`src/logic/brg_defines.svh`:
```
// Constants shared by both ends of the baud-rate generator link.
// Assumes one clock (clk, 10 MHz) and active-low asynchronous reset rst_n.
//
// Contract
// - Timer counts down; clock from divider or prescaler
// - Software keeps divider mode fractional for baud
// - Run bit starts and halts the timer
// - Underflow reloads from reload value, one pulse
// - Normal divider mode stops timer, ignores run
// - Prescaler divides by two to the field
// - Fractional mode scales input by step/256
// - Rate is clock/16/prescale/(reload+1)*step/256
// - Software keeps prescale times (reload+1) above one
// - Standard LIN rates may run without divider
// - LIN fast mode should enable the divider
`ifndef BRG_DEFINES_SVH
`define BRG_DEFINES_SVH

// Field widths
`define BRG_PRE_W       3
`define BRG_PRE_CNT_W   7
`define BRG_RELOAD_W    8
`define BRG_STEP_W      8
`define BRG_OVS_W       4
`define BRG_PULSE_W     16

// Reset values
`define BRG_RST_PRE     3'h0
`define BRG_RST_RELOAD  8'h00
`define BRG_RST_STEP    8'h00
`define BRG_RST_OVS     4'h0
`define BRG_RST_PULSES  16'h0000

// Host register map, byte addresses
`define BRG_ADDR_W      8
`define BRG_OFS_CTRL    8'h00
`define BRG_OFS_PRE     8'h04
`define BRG_OFS_STEP    8'h08
`define BRG_OFS_RELOAD  8'h0c
`define BRG_OFS_STATUS  8'h10
`define BRG_OFS_PULSES  8'h14

// Control register bits
`define BRG_CTRL_EN     0
`define BRG_CTRL_MODE   1
`define BRG_CTRL_RUN    2

// Status register bits
`define BRG_STAT_REFUSED 0
`define BRG_STAT_ACTIVE  1

`endif

```
`src/logic/brg_pkg.sv`:
```
// Types shared by both ends of the baud-rate generator link.
// Assumes brg_defines.svh is on the include path.
`include "brg_defines.svh"

package brg_pkg;

  typedef enum logic {
    BRG_FD_FRAC   = 1'b0,
    BRG_FD_NORMAL = 1'b1
  } brg_fd_mode_t;

  typedef logic [`BRG_PRE_W-1:0]    brg_pre_t;
  typedef logic [`BRG_RELOAD_W-1:0] brg_reload_t;
  typedef logic [`BRG_STEP_W-1:0]   brg_step_t;

endpackage

```
`src/logic/brg_if.sv`:
```
// Link between the baud-rate generator and the side that configures it.
// Assumes both ends run on the same clk; no signal needs a synchroniser.
`include "brg_defines.svh"

interface brg_if;

  logic                  frac_div_enable;
  brg_pkg::brg_fd_mode_t frac_div_mode_sel;
  logic                  baud_timer_run;
  brg_pkg::brg_pre_t     baud_prescale_sel;
  brg_pkg::brg_step_t    frac_step_reg;
  brg_pkg::brg_reload_t  baud_reload;
  logic                  baud_clk_pulse;
  logic                  timer_active;

  modport device (
    input  frac_div_enable,
    input  frac_div_mode_sel,
    input  baud_timer_run,
    input  baud_prescale_sel,
    input  frac_step_reg,
    input  baud_reload,
    output baud_clk_pulse,
    output timer_active
  );

  modport host (
    output frac_div_enable,
    output frac_div_mode_sel,
    output baud_timer_run,
    output baud_prescale_sel,
    output frac_step_reg,
    output baud_reload,
    input  baud_clk_pulse,
    input  timer_active
  );

endinterface

```
`src/logic/brg_host.sv`:
```
// Configuring end of the baud-rate generator: software registers over a
// plain strobe port, driving the generator's settings and counting pulses.
// Assumes the generator shares clk; reads answer one cycle later.
`include "brg_defines.svh"

module brg_host (
  input  wire logic                     clk,
  input  wire logic                     rst_n,
  brg_if.host                           link,
  input  wire logic [`BRG_ADDR_W-1:0]   addr,
  input  wire logic [31:0]              wdata,
  input  wire logic                     wr,
  input  wire logic                     rd,
  output      logic [31:0]              rdata
);

  ////////////////////////////////////////////////////////////////////
  // Registers

  logic                     fd_en;
  brg_pkg::brg_fd_mode_t    fd_mode;
  logic                     run;
  brg_pkg::brg_pre_t        pre;
  brg_pkg::brg_step_t       step;
  brg_pkg::brg_reload_t     reload;
  logic                     refused;
  logic [`BRG_PULSE_W-1:0]  pulses;
  logic                     ctrl_ok;
  logic                     pre_ok;
  logic                     reload_ok;
  logic                     bad_req;
  logic [31:0]              next_rdata;

  ////////////////////////////////////////////////////////////////////
  // Write checks

  // Normal divider mode is never combined with a running timer, and a
  // prescale of one is paired with reload zero (rate clk/16) only in the reset state
  always_comb begin
    ctrl_ok   = !(wdata[`BRG_CTRL_MODE] && wdata[`BRG_CTRL_RUN]);
    pre_ok    = !((wdata[`BRG_PRE_W-1:0] == `BRG_RST_PRE) &&
                  (reload == `BRG_RST_RELOAD));
    reload_ok = !((pre == `BRG_RST_PRE) &&
                  (wdata[`BRG_RELOAD_W-1:0] == `BRG_RST_RELOAD));
    bad_req   = wr && (((addr == `BRG_OFS_CTRL) && !ctrl_ok) ||
                       ((addr == `BRG_OFS_PRE) && !pre_ok) ||
                       ((addr == `BRG_OFS_RELOAD) && !reload_ok));
  end

  // Divider enable is free: off suits standard LIN, on suits fast mode
  always_ff @(posedge clk or negedge rst_n) begin
    if (!rst_n) begin
      fd_en   <= 1'b0;
      fd_mode <= brg_pkg::BRG_FD_FRAC;
      run     <= 1'b0;
    end else if (wr && (addr == `BRG_OFS_CTRL) && ctrl_ok) begin
      fd_en   <= wdata[`BRG_CTRL_EN];
      fd_mode <= brg_pkg::brg_fd_mode_t'(wdata[`BRG_CTRL_MODE]);
      run     <= wdata[`BRG_CTRL_RUN];
    end
  end

  always_ff @(posedge clk or negedge rst_n) begin
    if (!rst_n) begin
      pre <= `BRG_RST_PRE;
    end else if (wr && (addr == `BRG_OFS_PRE) && pre_ok) begin
      pre <= wdata[`BRG_PRE_W-1:0];
    end
  end

  always_ff @(posedge clk or negedge rst_n) begin
    if (!rst_n) begin
      step <= `BRG_RST_STEP;
    end else if (wr && (addr == `BRG_OFS_STEP)) begin
      step <= wdata[`BRG_STEP_W-1:0];
    end
  end

  // Reset reload is 0 with prescale 1; software must program one first
  always_ff @(posedge clk or negedge rst_n) begin
    if (!rst_n) begin
      reload <= `BRG_RST_RELOAD;
    end else if (wr && (addr == `BRG_OFS_RELOAD) && reload_ok) begin
      reload <= wdata[`BRG_RELOAD_W-1:0];
    end
  end

  ////////////////////////////////////////////////////////////////////
  // Status: sticky refusal flag (set beats clear) and pulse counter (a clear keeps a coincident pulse)

  always_ff @(posedge clk or negedge rst_n) begin
    if (!rst_n) begin
      refused <= 1'b0;
    end else if (bad_req) begin
      refused <= 1'b1;
    end else if (wr && (addr == `BRG_OFS_STATUS) && wdata[`BRG_STAT_REFUSED]) begin
      refused <= 1'b0;
    end
  end

  always_ff @(posedge clk or negedge rst_n) begin
    if (!rst_n) begin
      pulses <= `BRG_RST_PULSES;
    end else if (wr && (addr == `BRG_OFS_PULSES)) begin
      pulses <= {{(`BRG_PULSE_W-1){1'b0}}, link.baud_clk_pulse};
    end else if (link.baud_clk_pulse) begin
      pulses <= pulses + `BRG_PULSE_W'(1);
    end
  end

  ////////////////////////////////////////////////////////////////////
  // Read port, unmapped addresses read zero

  always_comb begin
    next_rdata = '0;
    unique case (addr)
      `BRG_OFS_CTRL: begin
        next_rdata[`BRG_CTRL_EN]   = fd_en;
        next_rdata[`BRG_CTRL_MODE] = fd_mode;
        next_rdata[`BRG_CTRL_RUN]  = run;
      end
      `BRG_OFS_PRE:    next_rdata[`BRG_PRE_W-1:0]    = pre;
      `BRG_OFS_STEP:   next_rdata[`BRG_STEP_W-1:0]   = step;
      `BRG_OFS_RELOAD: next_rdata[`BRG_RELOAD_W-1:0] = reload;
      `BRG_OFS_STATUS: begin
        next_rdata[`BRG_STAT_REFUSED] = refused;
        next_rdata[`BRG_STAT_ACTIVE]  = link.timer_active;
      end
      `BRG_OFS_PULSES: next_rdata[`BRG_PULSE_W-1:0]  = pulses;
      default:         next_rdata = '0;
    endcase
  end

  always_ff @(posedge clk or negedge rst_n) begin
    if (!rst_n) begin
      rdata <= '0;
    end else begin
      rdata <= rd ? next_rdata : '0;
    end
  end

  ////////////////////////////////////////////////////////////////////
  // Link drive

  always_comb begin
    link.frac_div_enable   = fd_en;
    link.frac_div_mode_sel = fd_mode;
    link.baud_timer_run    = run;
    link.baud_prescale_sel = pre;
    link.frac_step_reg     = step;
    link.baud_reload       = reload;
  end

endmodule

```
`src/flat_wrapper.sv`:
```
// flat-port wrapper written by rule: the top's interface ports become plain ports
module brg_host_flat 
  (clk, rst_n, addr, wdata, wr, rd, rdata, link_frac_div_enable, link_frac_div_mode_sel, link_baud_timer_run, link_baud_prescale_sel, link_frac_step_reg, link_baud_reload, link_baud_clk_pulse, link_timer_active);
  brg_if link_i ();
  input  wire logic clk;
  input  wire logic rst_n;
  input  wire logic [`BRG_ADDR_W-1:0] addr;
  input  wire logic [31:0] wdata;
  input  wire logic wr;
  input  wire logic rd;
  output      logic [31:0] rdata;
  output wire logic [$bits(link_i.frac_div_enable)-1:0] link_frac_div_enable;
  output wire logic [$bits(link_i.frac_div_mode_sel)-1:0] link_frac_div_mode_sel;
  output wire logic [$bits(link_i.baud_timer_run)-1:0] link_baud_timer_run;
  output wire logic [$bits(link_i.baud_prescale_sel)-1:0] link_baud_prescale_sel;
  output wire logic [$bits(link_i.frac_step_reg)-1:0] link_frac_step_reg;
  output wire logic [$bits(link_i.baud_reload)-1:0] link_baud_reload;
  input wire logic [$bits(link_i.baud_clk_pulse)-1:0] link_baud_clk_pulse;
  input wire logic [$bits(link_i.timer_active)-1:0] link_timer_active;
  assign link_frac_div_enable = link_i.frac_div_enable;
  assign link_frac_div_mode_sel = link_i.frac_div_mode_sel;
  assign link_baud_timer_run = link_i.baud_timer_run;
  assign link_baud_prescale_sel = link_i.baud_prescale_sel;
  assign link_frac_step_reg = link_i.frac_step_reg;
  assign link_baud_reload = link_i.baud_reload;
  assign link_i.baud_clk_pulse = link_baud_clk_pulse;
  assign link_i.timer_active = link_timer_active;
  brg_host u_core (.clk(clk), .rst_n(rst_n), .link(link_i), .addr(addr), .wdata(wdata), .wr(wr), .rd(rd), .rdata(rdata));
endmodule
```
`config.mk`:
```
export PLATFORM = sky130hd
export DESIGN_NAME = brg_host_flat
export DESIGN_NICKNAME = d
export VERILOG_FILES = /design/src/logic/brg_pkg.sv /design/src/logic/brg_if.sv /design/src/logic/brg_host.sv /design/src/flat_wrapper.sv
export VERILOG_INCLUDE_DIRS = /design/src /design/src/logic
export SDC_FILE = /design/constraint.sdc
export NUM_CORES = 1
export LEC_CHECK = 0
export ABC_CLOCK_PERIOD_IN_PS = 1570
export BUFFER_PORTS_ARGS = -buffer_cell sky130_fd_sc_hd__buf_2
export CAP_MARGIN = 20
export CORE_MARGIN = 1.5
export CORE_UTILIZATION = 25
export CTS_CLUSTER_SIZE = 25
export DETAILED_ROUTE_END_ITERATION = 6
export PLACE_DENSITY = 0.53
export SYNTH_ARGS = -nofsm -noshare
export SYNTH_HDL_FRONTEND = slang
export SYNTH_SLANG_ARGS = --single-unit
```
`constraint.sdc`:
```
create_clock -name clk -period 1.57 [get_ports clk]
set_clock_uncertainty 0.05 [all_clocks]
set_input_delay 0.157 -clock clk [delete_from_list [all_inputs] [get_ports clk]]
set_output_delay 0.157 -clock clk [all_outputs]
set_load 0.02 [all_outputs]
```
Yosys cells after proc, flatten, opt, wreduce, memory -nomap -nowiden
Cells that the tools add are included.
Widths: inputs -> output; s select.
{"block": "op_classes", "n_addsub": 1, "multipliers": 0, "div_mod_pow": 0, "n_lt_le_gt_ge": 0, "n_eq_ne": 5, "shifts": 0, "n_mux": 9, "bitwise_logic": 0, "reduce_logical": 29}
{"cell": "$mux 16", "count": 3}
{"cell": "$logic_not 8->1", "count": 3}
{"cell": "$logic_and 1x1->1", "count": 17}
{"cell": "$add 16x1->16 const B", "count": 1}
{"cell": "$eq 8x4->1 const B", "count": 2}
{"cell": "$eq 8x5->1 const B", "count": 2}
{"cell": "$pmux 5 s3", "count": 1}
{"cell": "$pmux 2 s6", "count": 1}
{"cell": "$eq 8x3->1 const B", "count": 1}
{"cell": "$mux 8", "count": 1}
{"cell": "$logic_not 3->1", "count": 2}
{"cell": "$pmux 1 s5", "count": 1}
{"cell": "$reduce_bool 2->1", "count": 2}
{"cell": "$logic_not 1->1", "count": 3}
{"cell": "$logic_or 1x1->1", "count": 2}
{"cell": "$mux 1", "count": 2}
{"block": "totals", "regBits": 71, "latch_bits": 0, "ramBits": 0, "mem_bits_ro": 0, "inputBits": 46, "output_inout_bits": 54, "word_cells": 53, "memories": 0}

Logic depth before layout (Yosys ltp)
{"block": "logic_depth", "ltp_word": 7, "ltp_mapped": 5, "depth_no_buf": 5}

Worst setup path after synthesis
OpenSTA, ideal clock, no wires.
{"block": "synth_path", "path_type": "input port to flip-flop", "startpoint": "input addr[4]", "endpoint": "register u_core.step[0] (netlist: u_core.link.frac_step_reg[0])", "setup_time_ps": 125, "arrival_time_ps": 1456, "required_ps": 1395, "setup_slack_ps": -61, "cell_stages": 5, "n_path_buf": 2, "path_cell_list": "buf_6 -> nor4b_4 -> and3_1 -> buf_6 -> mux2_2"}
{"block": "synth_between", "elab_chain_cells": 2}
{"item": "from (decl)", "line": "flat_wrapper.sv:7", "rtl": "input wire logic [`BRG_ADDR_W-1:0] addr;"}
{"item": "$eq 8x4->1"}
{"item": "$logic_and 1x1->1", "line": "brg_host.sv:74", "rtl": "end else if (wr && (addr == `BRG_OFS_STEP)) begin"}
{"item": "to (signal assigned)", "line": "brg_host.sv:73", "rtl": "step <= `BRG_RST_STEP;"}
{"item": "to (signal assigned)", "line": "brg_host.sv:75", "rtl": "step <= wdata[`BRG_STEP_W-1:0];"}
{"item": "to (decl)", "line": "brg_host.sv:24", "rtl": "brg_pkg::brg_step_t step;"}
Every way passes these cells.
A chain may end at the register's enable or synchronous reset.

Worst setup path in the final report
{"block": "layout_path", "startpoint": "register u_core.reload[6] (netlist: u_core.link.baud_reload[6])", "endpoint": "register u_core.pre[1] (netlist: u_core.link.baud_prescale_sel[1])"}
{"block": "layout_between", "elab_chain_cells": 4}
{"item": "from (decl)", "line": "brg_host.sv:25", "rtl": "brg_pkg::brg_reload_t reload;"}
{"item": "from (signal assigned)", "line": "brg_host.sv:82", "rtl": "reload <= `BRG_RST_RELOAD;"}
{"item": "from (signal assigned)", "line": "brg_host.sv:84", "rtl": "reload <= wdata[`BRG_RELOAD_W-1:0];"}
{"item": "$logic_not 8->1 (no line)"}
{"item": "$logic_and 1x1->1", "line": "brg_host.sv:41", "rtl": "pre_ok = !((wdata[`BRG_PRE_W-1:0] == `BRG_RST_PRE) &&"}
{"item": "$logic_not 1->1", "line": "brg_host.sv:41"}
{"item": "$logic_and 1x1->1", "line": "brg_host.sv:66", "rtl": "end else if (wr && (addr == `BRG_OFS_PRE) && pre_ok) begin"}
{"item": "to (signal assigned)", "line": "brg_host.sv:65", "rtl": "pre <= `BRG_RST_PRE;"}
{"item": "to (signal assigned)", "line": "brg_host.sv:67", "rtl": "pre <= wdata[`BRG_PRE_W-1:0];"}
{"item": "to (decl)", "line": "brg_host.sv:23", "rtl": "brg_pkg::brg_pre_t pre;"}
Every way passes these cells.

==> impl_results.html <==
<table>
<tr><th>Metric</th><th>Value</th></tr>
<tr><th colspan="2">GRT</th></tr>
<tr><td>Total congestion overflow after global routing</td><td>0</td></tr>
<tr><td>Number of antenna violations at the first check in global routing</td><td>0</td></tr>
<tr><td>GRT Resource Usage Total</td><td>0.121</td></tr>
<tr><td>First-pass GRT wire length</td><td>10,800 um</td></tr>
<tr><td>Maximum number of pins on one net before global-route repair</td><td>56</td></tr>
<tr><td>Via count of the first global-routing pass</td><td>2,131</td></tr>
<tr><th colspan="2">Synthesis</th></tr>
<tr><td>Count of state elements after synthesis</td><td>55</td></tr>
<tr><td>Area of the mapped netlist</td><td>0.00276 mm2</td></tr>
<tr><td>Synth Area per Inst</td><td>11.5 um2</td></tr>
<tr><td>Share of synthesized area occupied by flip-flops and latches</td><td>0.498</td></tr>
<tr><td>Total of warnings raised by yosys</td><td>0</td></tr>
<tr><td>Post-synth cell types</td><td>40</td></tr>
<tr><td>Count of mapped cells out of synthesis</td><td>between 200 and 250</td></tr>
<tr><th colspan="2">CTS</th></tr>
<tr><td>Insertion delay to the later sink of the worst-skew pair</td><td>310 ps</td></tr>
<tr><td>Clock Tree Buf Depth</td><td>2</td></tr>
<tr><td>Clock buffers created by TritonCTS</td><td>5</td></tr>
<tr><td>Number of levels the H-tree was split into</td><td>2</td></tr>
<tr><td>Clock tree sinks</td><td>55</td></tr>
<tr><td>Clock tree from TritonCTS</td><td>yes</td></tr>
<tr><td>Clock-pin slew on the worst setup and hold paths</td><td>110 ps</td></tr>
<tr><td>Root buffer cell</td><td>clkbuf_8</td></tr>
<tr><th colspan="2">Routing</th></tr>
<tr><td>Total number of vias</td><td>roughly 2,100</td></tr>
<tr><td>Remaining DRCs</td><td>0</td></tr>
<tr><td>Total routed wirelength</td><td>about 6800 um</td></tr>
<tr><td>Avg WL per Cell</td><td>14.0 um</td></tr>
<tr><td>Number of design-rule violations left by the first detailed-router iteration</td><td>105</td></tr>
<tr><td>Count of TritonRoute iterations in the first routing pass</td><td>4</td></tr>
<tr><td>Average vias per placed instance</td><td>4.33</td></tr>
<tr><td>Remaining antenna violation count after routing</td><td>0</td></tr>
<tr><th colspan="2">Power and ir drop</th></tr>
<tr><td>Post-layout total power</td><td>3.19 mW</td></tr>
<tr><td>Power per unit of standard cell area</td><td>884 mW/mm2</td></tr>
<tr><td>IR Drop Worst-Case VDD</td><td>0.000476 V</td></tr>
<tr><td>Standby leakage power</td><td>1.80 nW</td></tr>
<tr><th colspan="2">Worst setup path</th></tr>
<tr><td>Worst Setup End Kind</td><td>flip-flop</td></tr>
<tr><td>Largest fanout on the critical path</td><td>3</td></tr>
<tr><td>Worst Setup Start Kind</td><td>flip-flop</td></tr>
<tr><td>Worst path arrival time</td><td>1690 ps</td></tr>
<tr><td>Worst path required time</td><td>1720 ps</td></tr>
<tr><td>Type of the setup path with the least slack</td><td>reg2reg</td></tr>
<tr><th colspan="2">Place</th></tr>
<tr><td>Cell count after placement</td><td>474</td></tr>
<tr><td>Total half-perimeter wirelength after legalization and detailed placement</td><td>5240 um</td></tr>
<tr><td>Final GP Congestion</td><td>0.849</td></tr>
<tr><td>DP Area</td><td>approximately 0.0035 mm2</td></tr>
<tr><td>Count of buffers from port buffering</td><td>59</td></tr>
<tr><th colspan="2">Outcome</th></tr>
<tr><td>Result of the run</td><td>finished, final reports clean</td></tr>
<tr><th colspan="2">Die</th></tr>
<tr><td>Effective utilization at floorplan</td><td>0.256</td></tr>
<tr><td>Core outline area</td><td>0.0108 mm2</td></tr>
<tr><td>Boundary Pins</td><td>100</td></tr>
<tr><td>Die extent in x</td><td>108 um</td></tr>
<tr><td>Chip Height</td><td>between 100 and 150 um</td></tr>
<tr><td>Row Count</td><td>38</td></tr>
<tr><td>Floorplan die area</td><td>around 0.012 mm2</td></tr>
<tr><th colspan="2">Timing</th></tr>
<tr><td>Final period demand of the worst path</td><td>1540 ps</td></tr>
<tr><td>Unrepaired setup endpoints after global routing</td><td>true</td></tr>
<tr><td>Max-slew violation total from the final report</td><td>0</td></tr>
<tr><td>Final setup fails</td><td>0</td></tr>
<tr><td>Number of hold violations in the final report</td><td>0</td></tr>
<tr><td>Crit share post-route</td><td>0.982</td></tr>
<tr><td>Maximum achievable frequency</td><td>648 MHz</td></tr>
<tr><th colspan="2">Cells and area</th></tr>
<tr><td>Layout area overhead</td><td>30.6%</td></tr>
<tr><td>Final core utilization</td><td>0.335</td></tr>
<tr><td>Proportion of layout cells with a drive suffix above 1</td><td>0.445</td></tr>
<tr><td>Nets</td><td>between 300 and 400</td></tr>
<tr><td>Area of all placed cells without fillers</td><td>0.00361 mm2</td></tr>
<tr><td>Cell Count, Final, Fillers Out</td><td>484</td></tr>
<tr><td>Registers with the most flip-flops</td><td>u_core.pulses x16, u_core.rdata x16</td></tr>
<tr><td>Number of antenna cells inserted</td><td>0</td></tr>
<tr><th colspan="2">Min path</th></tr>
<tr><td>HP Class</td><td>in2reg</td></tr>
<tr><th colspan="2">Job</th></tr>
<tr><td>Total of max-cap violations</td><td>0</td></tr>
</table>
[Yosys cell counts (all sizes together)]
cell	count	area, um2
a21o	1	7.51
a21oi	2	10.0
a22oi	7	52.6
a32oi	2	17.5
and2	7	45.1
and3	4	25.0
buf	21	158
clkbuf	4	15.0
conb	1	3.75
dfrtp	55	1380
ha	1	12.5
inv	4	15.0
mux2	27	334
mux2i	1	10.0
mux4	3	75.1
nand2	11	41.3
nand2b	1	6.26
nand3	5	37.5
nand4	9	56.3
nor2	31	135
nor3	13	65.1
nor4	8	50.1
nor4b	3	47.5
o21ai	2	10.0
o21ba	1	10.0
o31ai	1	7.51
or4	1	7.51
or4b	1	10.0
xnor2	11	96.3
xor2	3	26.3
[worst max-delay path, stage by stage (launching register included)]
cell      delay [ps]
dfrtp_1          410
nor4_2           280
and3_1           220
nand2b_4         150
mux2_2           330
[report_power, final]
| group | internal (mW) | switching [mW] |
|---|---|---|
| clock network | 0.321 | 0.497 |
| registers | 1.53 | 0.101 |
| logic | 0.351 | 0.388 |
[metrics by stage]
stage	hold slack, ps	TNS, ps	setup slack, ps
finish	70.2	0	27.8
global route	60.2	-34.8	-15.1
CTS	52.6	-9.23	-9.23
detailed placement	132	-1340	-101
global placement	129	-953	-70.6
floorplan	-189	-47.4	-5.92
[kinds of logic after synthesis]
| kind of cell | synth area share |
|---|---|
| XOR/XNOR | 0.0444 |
| other | 0.00136 |
| flip-flops | 0.498 |
| adder cells (fa/ha/maj) | 0.00453 |
| AO/OA/AOI/OAI | 0.0417 |
| buffers and inverters | 0.0679 |
| multiplexers | 0.152 |
| AND/OR/NAND/NOR | 0.191 |
[per-layer routing]
layer,up-vias,share of wire,global-route usage
met3,9,0.059,0.0295
li1,1024,-,-
met2,61,0.48,0.205
met1,1001,0.45,0.153
met4,0,0.014,0.0348
met5,-,0,0
[cell usage in the layout, fill, tap and decap left out, types with 2 or more instances in the layout]
cell type,n
a21oi_1,2
a22oi_1,7
a32oi_1,2
and2_1,6
and3_1,3
buf_2,59
buf_4,44
clkbuf_8,5
conb_1,16
dfrtp_1,55
inv_1,4
mux2_2,18
mux2_4,9
mux4_1,2
nand2_1,11
nand3_1,4
nand4_1,9
nor2_1,29
nor3_1,13
nor4_1,4
nor4_2,4
o21ai_0,2
xnor2_1,11
xor2_1,3
[final timing paths]
check,startpoint,slack (ps),end,depth (start not counted)
max reg2reg,u_core.link.baud_reload[6],30,u_core.link.baud_prescale_sel[1],4
min in group asynchronous,rst_n,300,u_core.rdata[11],3
max in group asynchronous,rst_n,900,u_core.link.baud_reload[0],3
min reg2reg,u_core.link.frac_step_reg[6],490,u_core.link.frac_step_reg[6],1
min,wdata[4],70,u_core.link.baud_reload[4],2
max,u_core.link.baud_reload[6],30,u_core.link.baud_prescale_sel[1],4
[final cells by class]
| class | count | area, um2 |
|---|---|---|
| clock buffer | 5 | 68.8 |
| clock inverter | 3 | 22.5 |
| fill | 1125 | 7180 |
| inverter | 4 | 15.0 |
| multi-input combinational | 172 | 1300 |
| sequential | 55 | 1380 |
| tap | 140 | 175 |
| timing repair buffer | 105 | 656 |
[repair_timing]
action | 4_1_cts | 5_1_grt
resized for setup | 3 | 5
setup buffers | 0 | 1
hold endpoints to repair | 55 | 0
hold buffers | 1 | 0
endpoints found under the setup margin | 11 | 12
pin swaps | 0 | 1
Note: power is estimated with default switching activity, not from simulation.
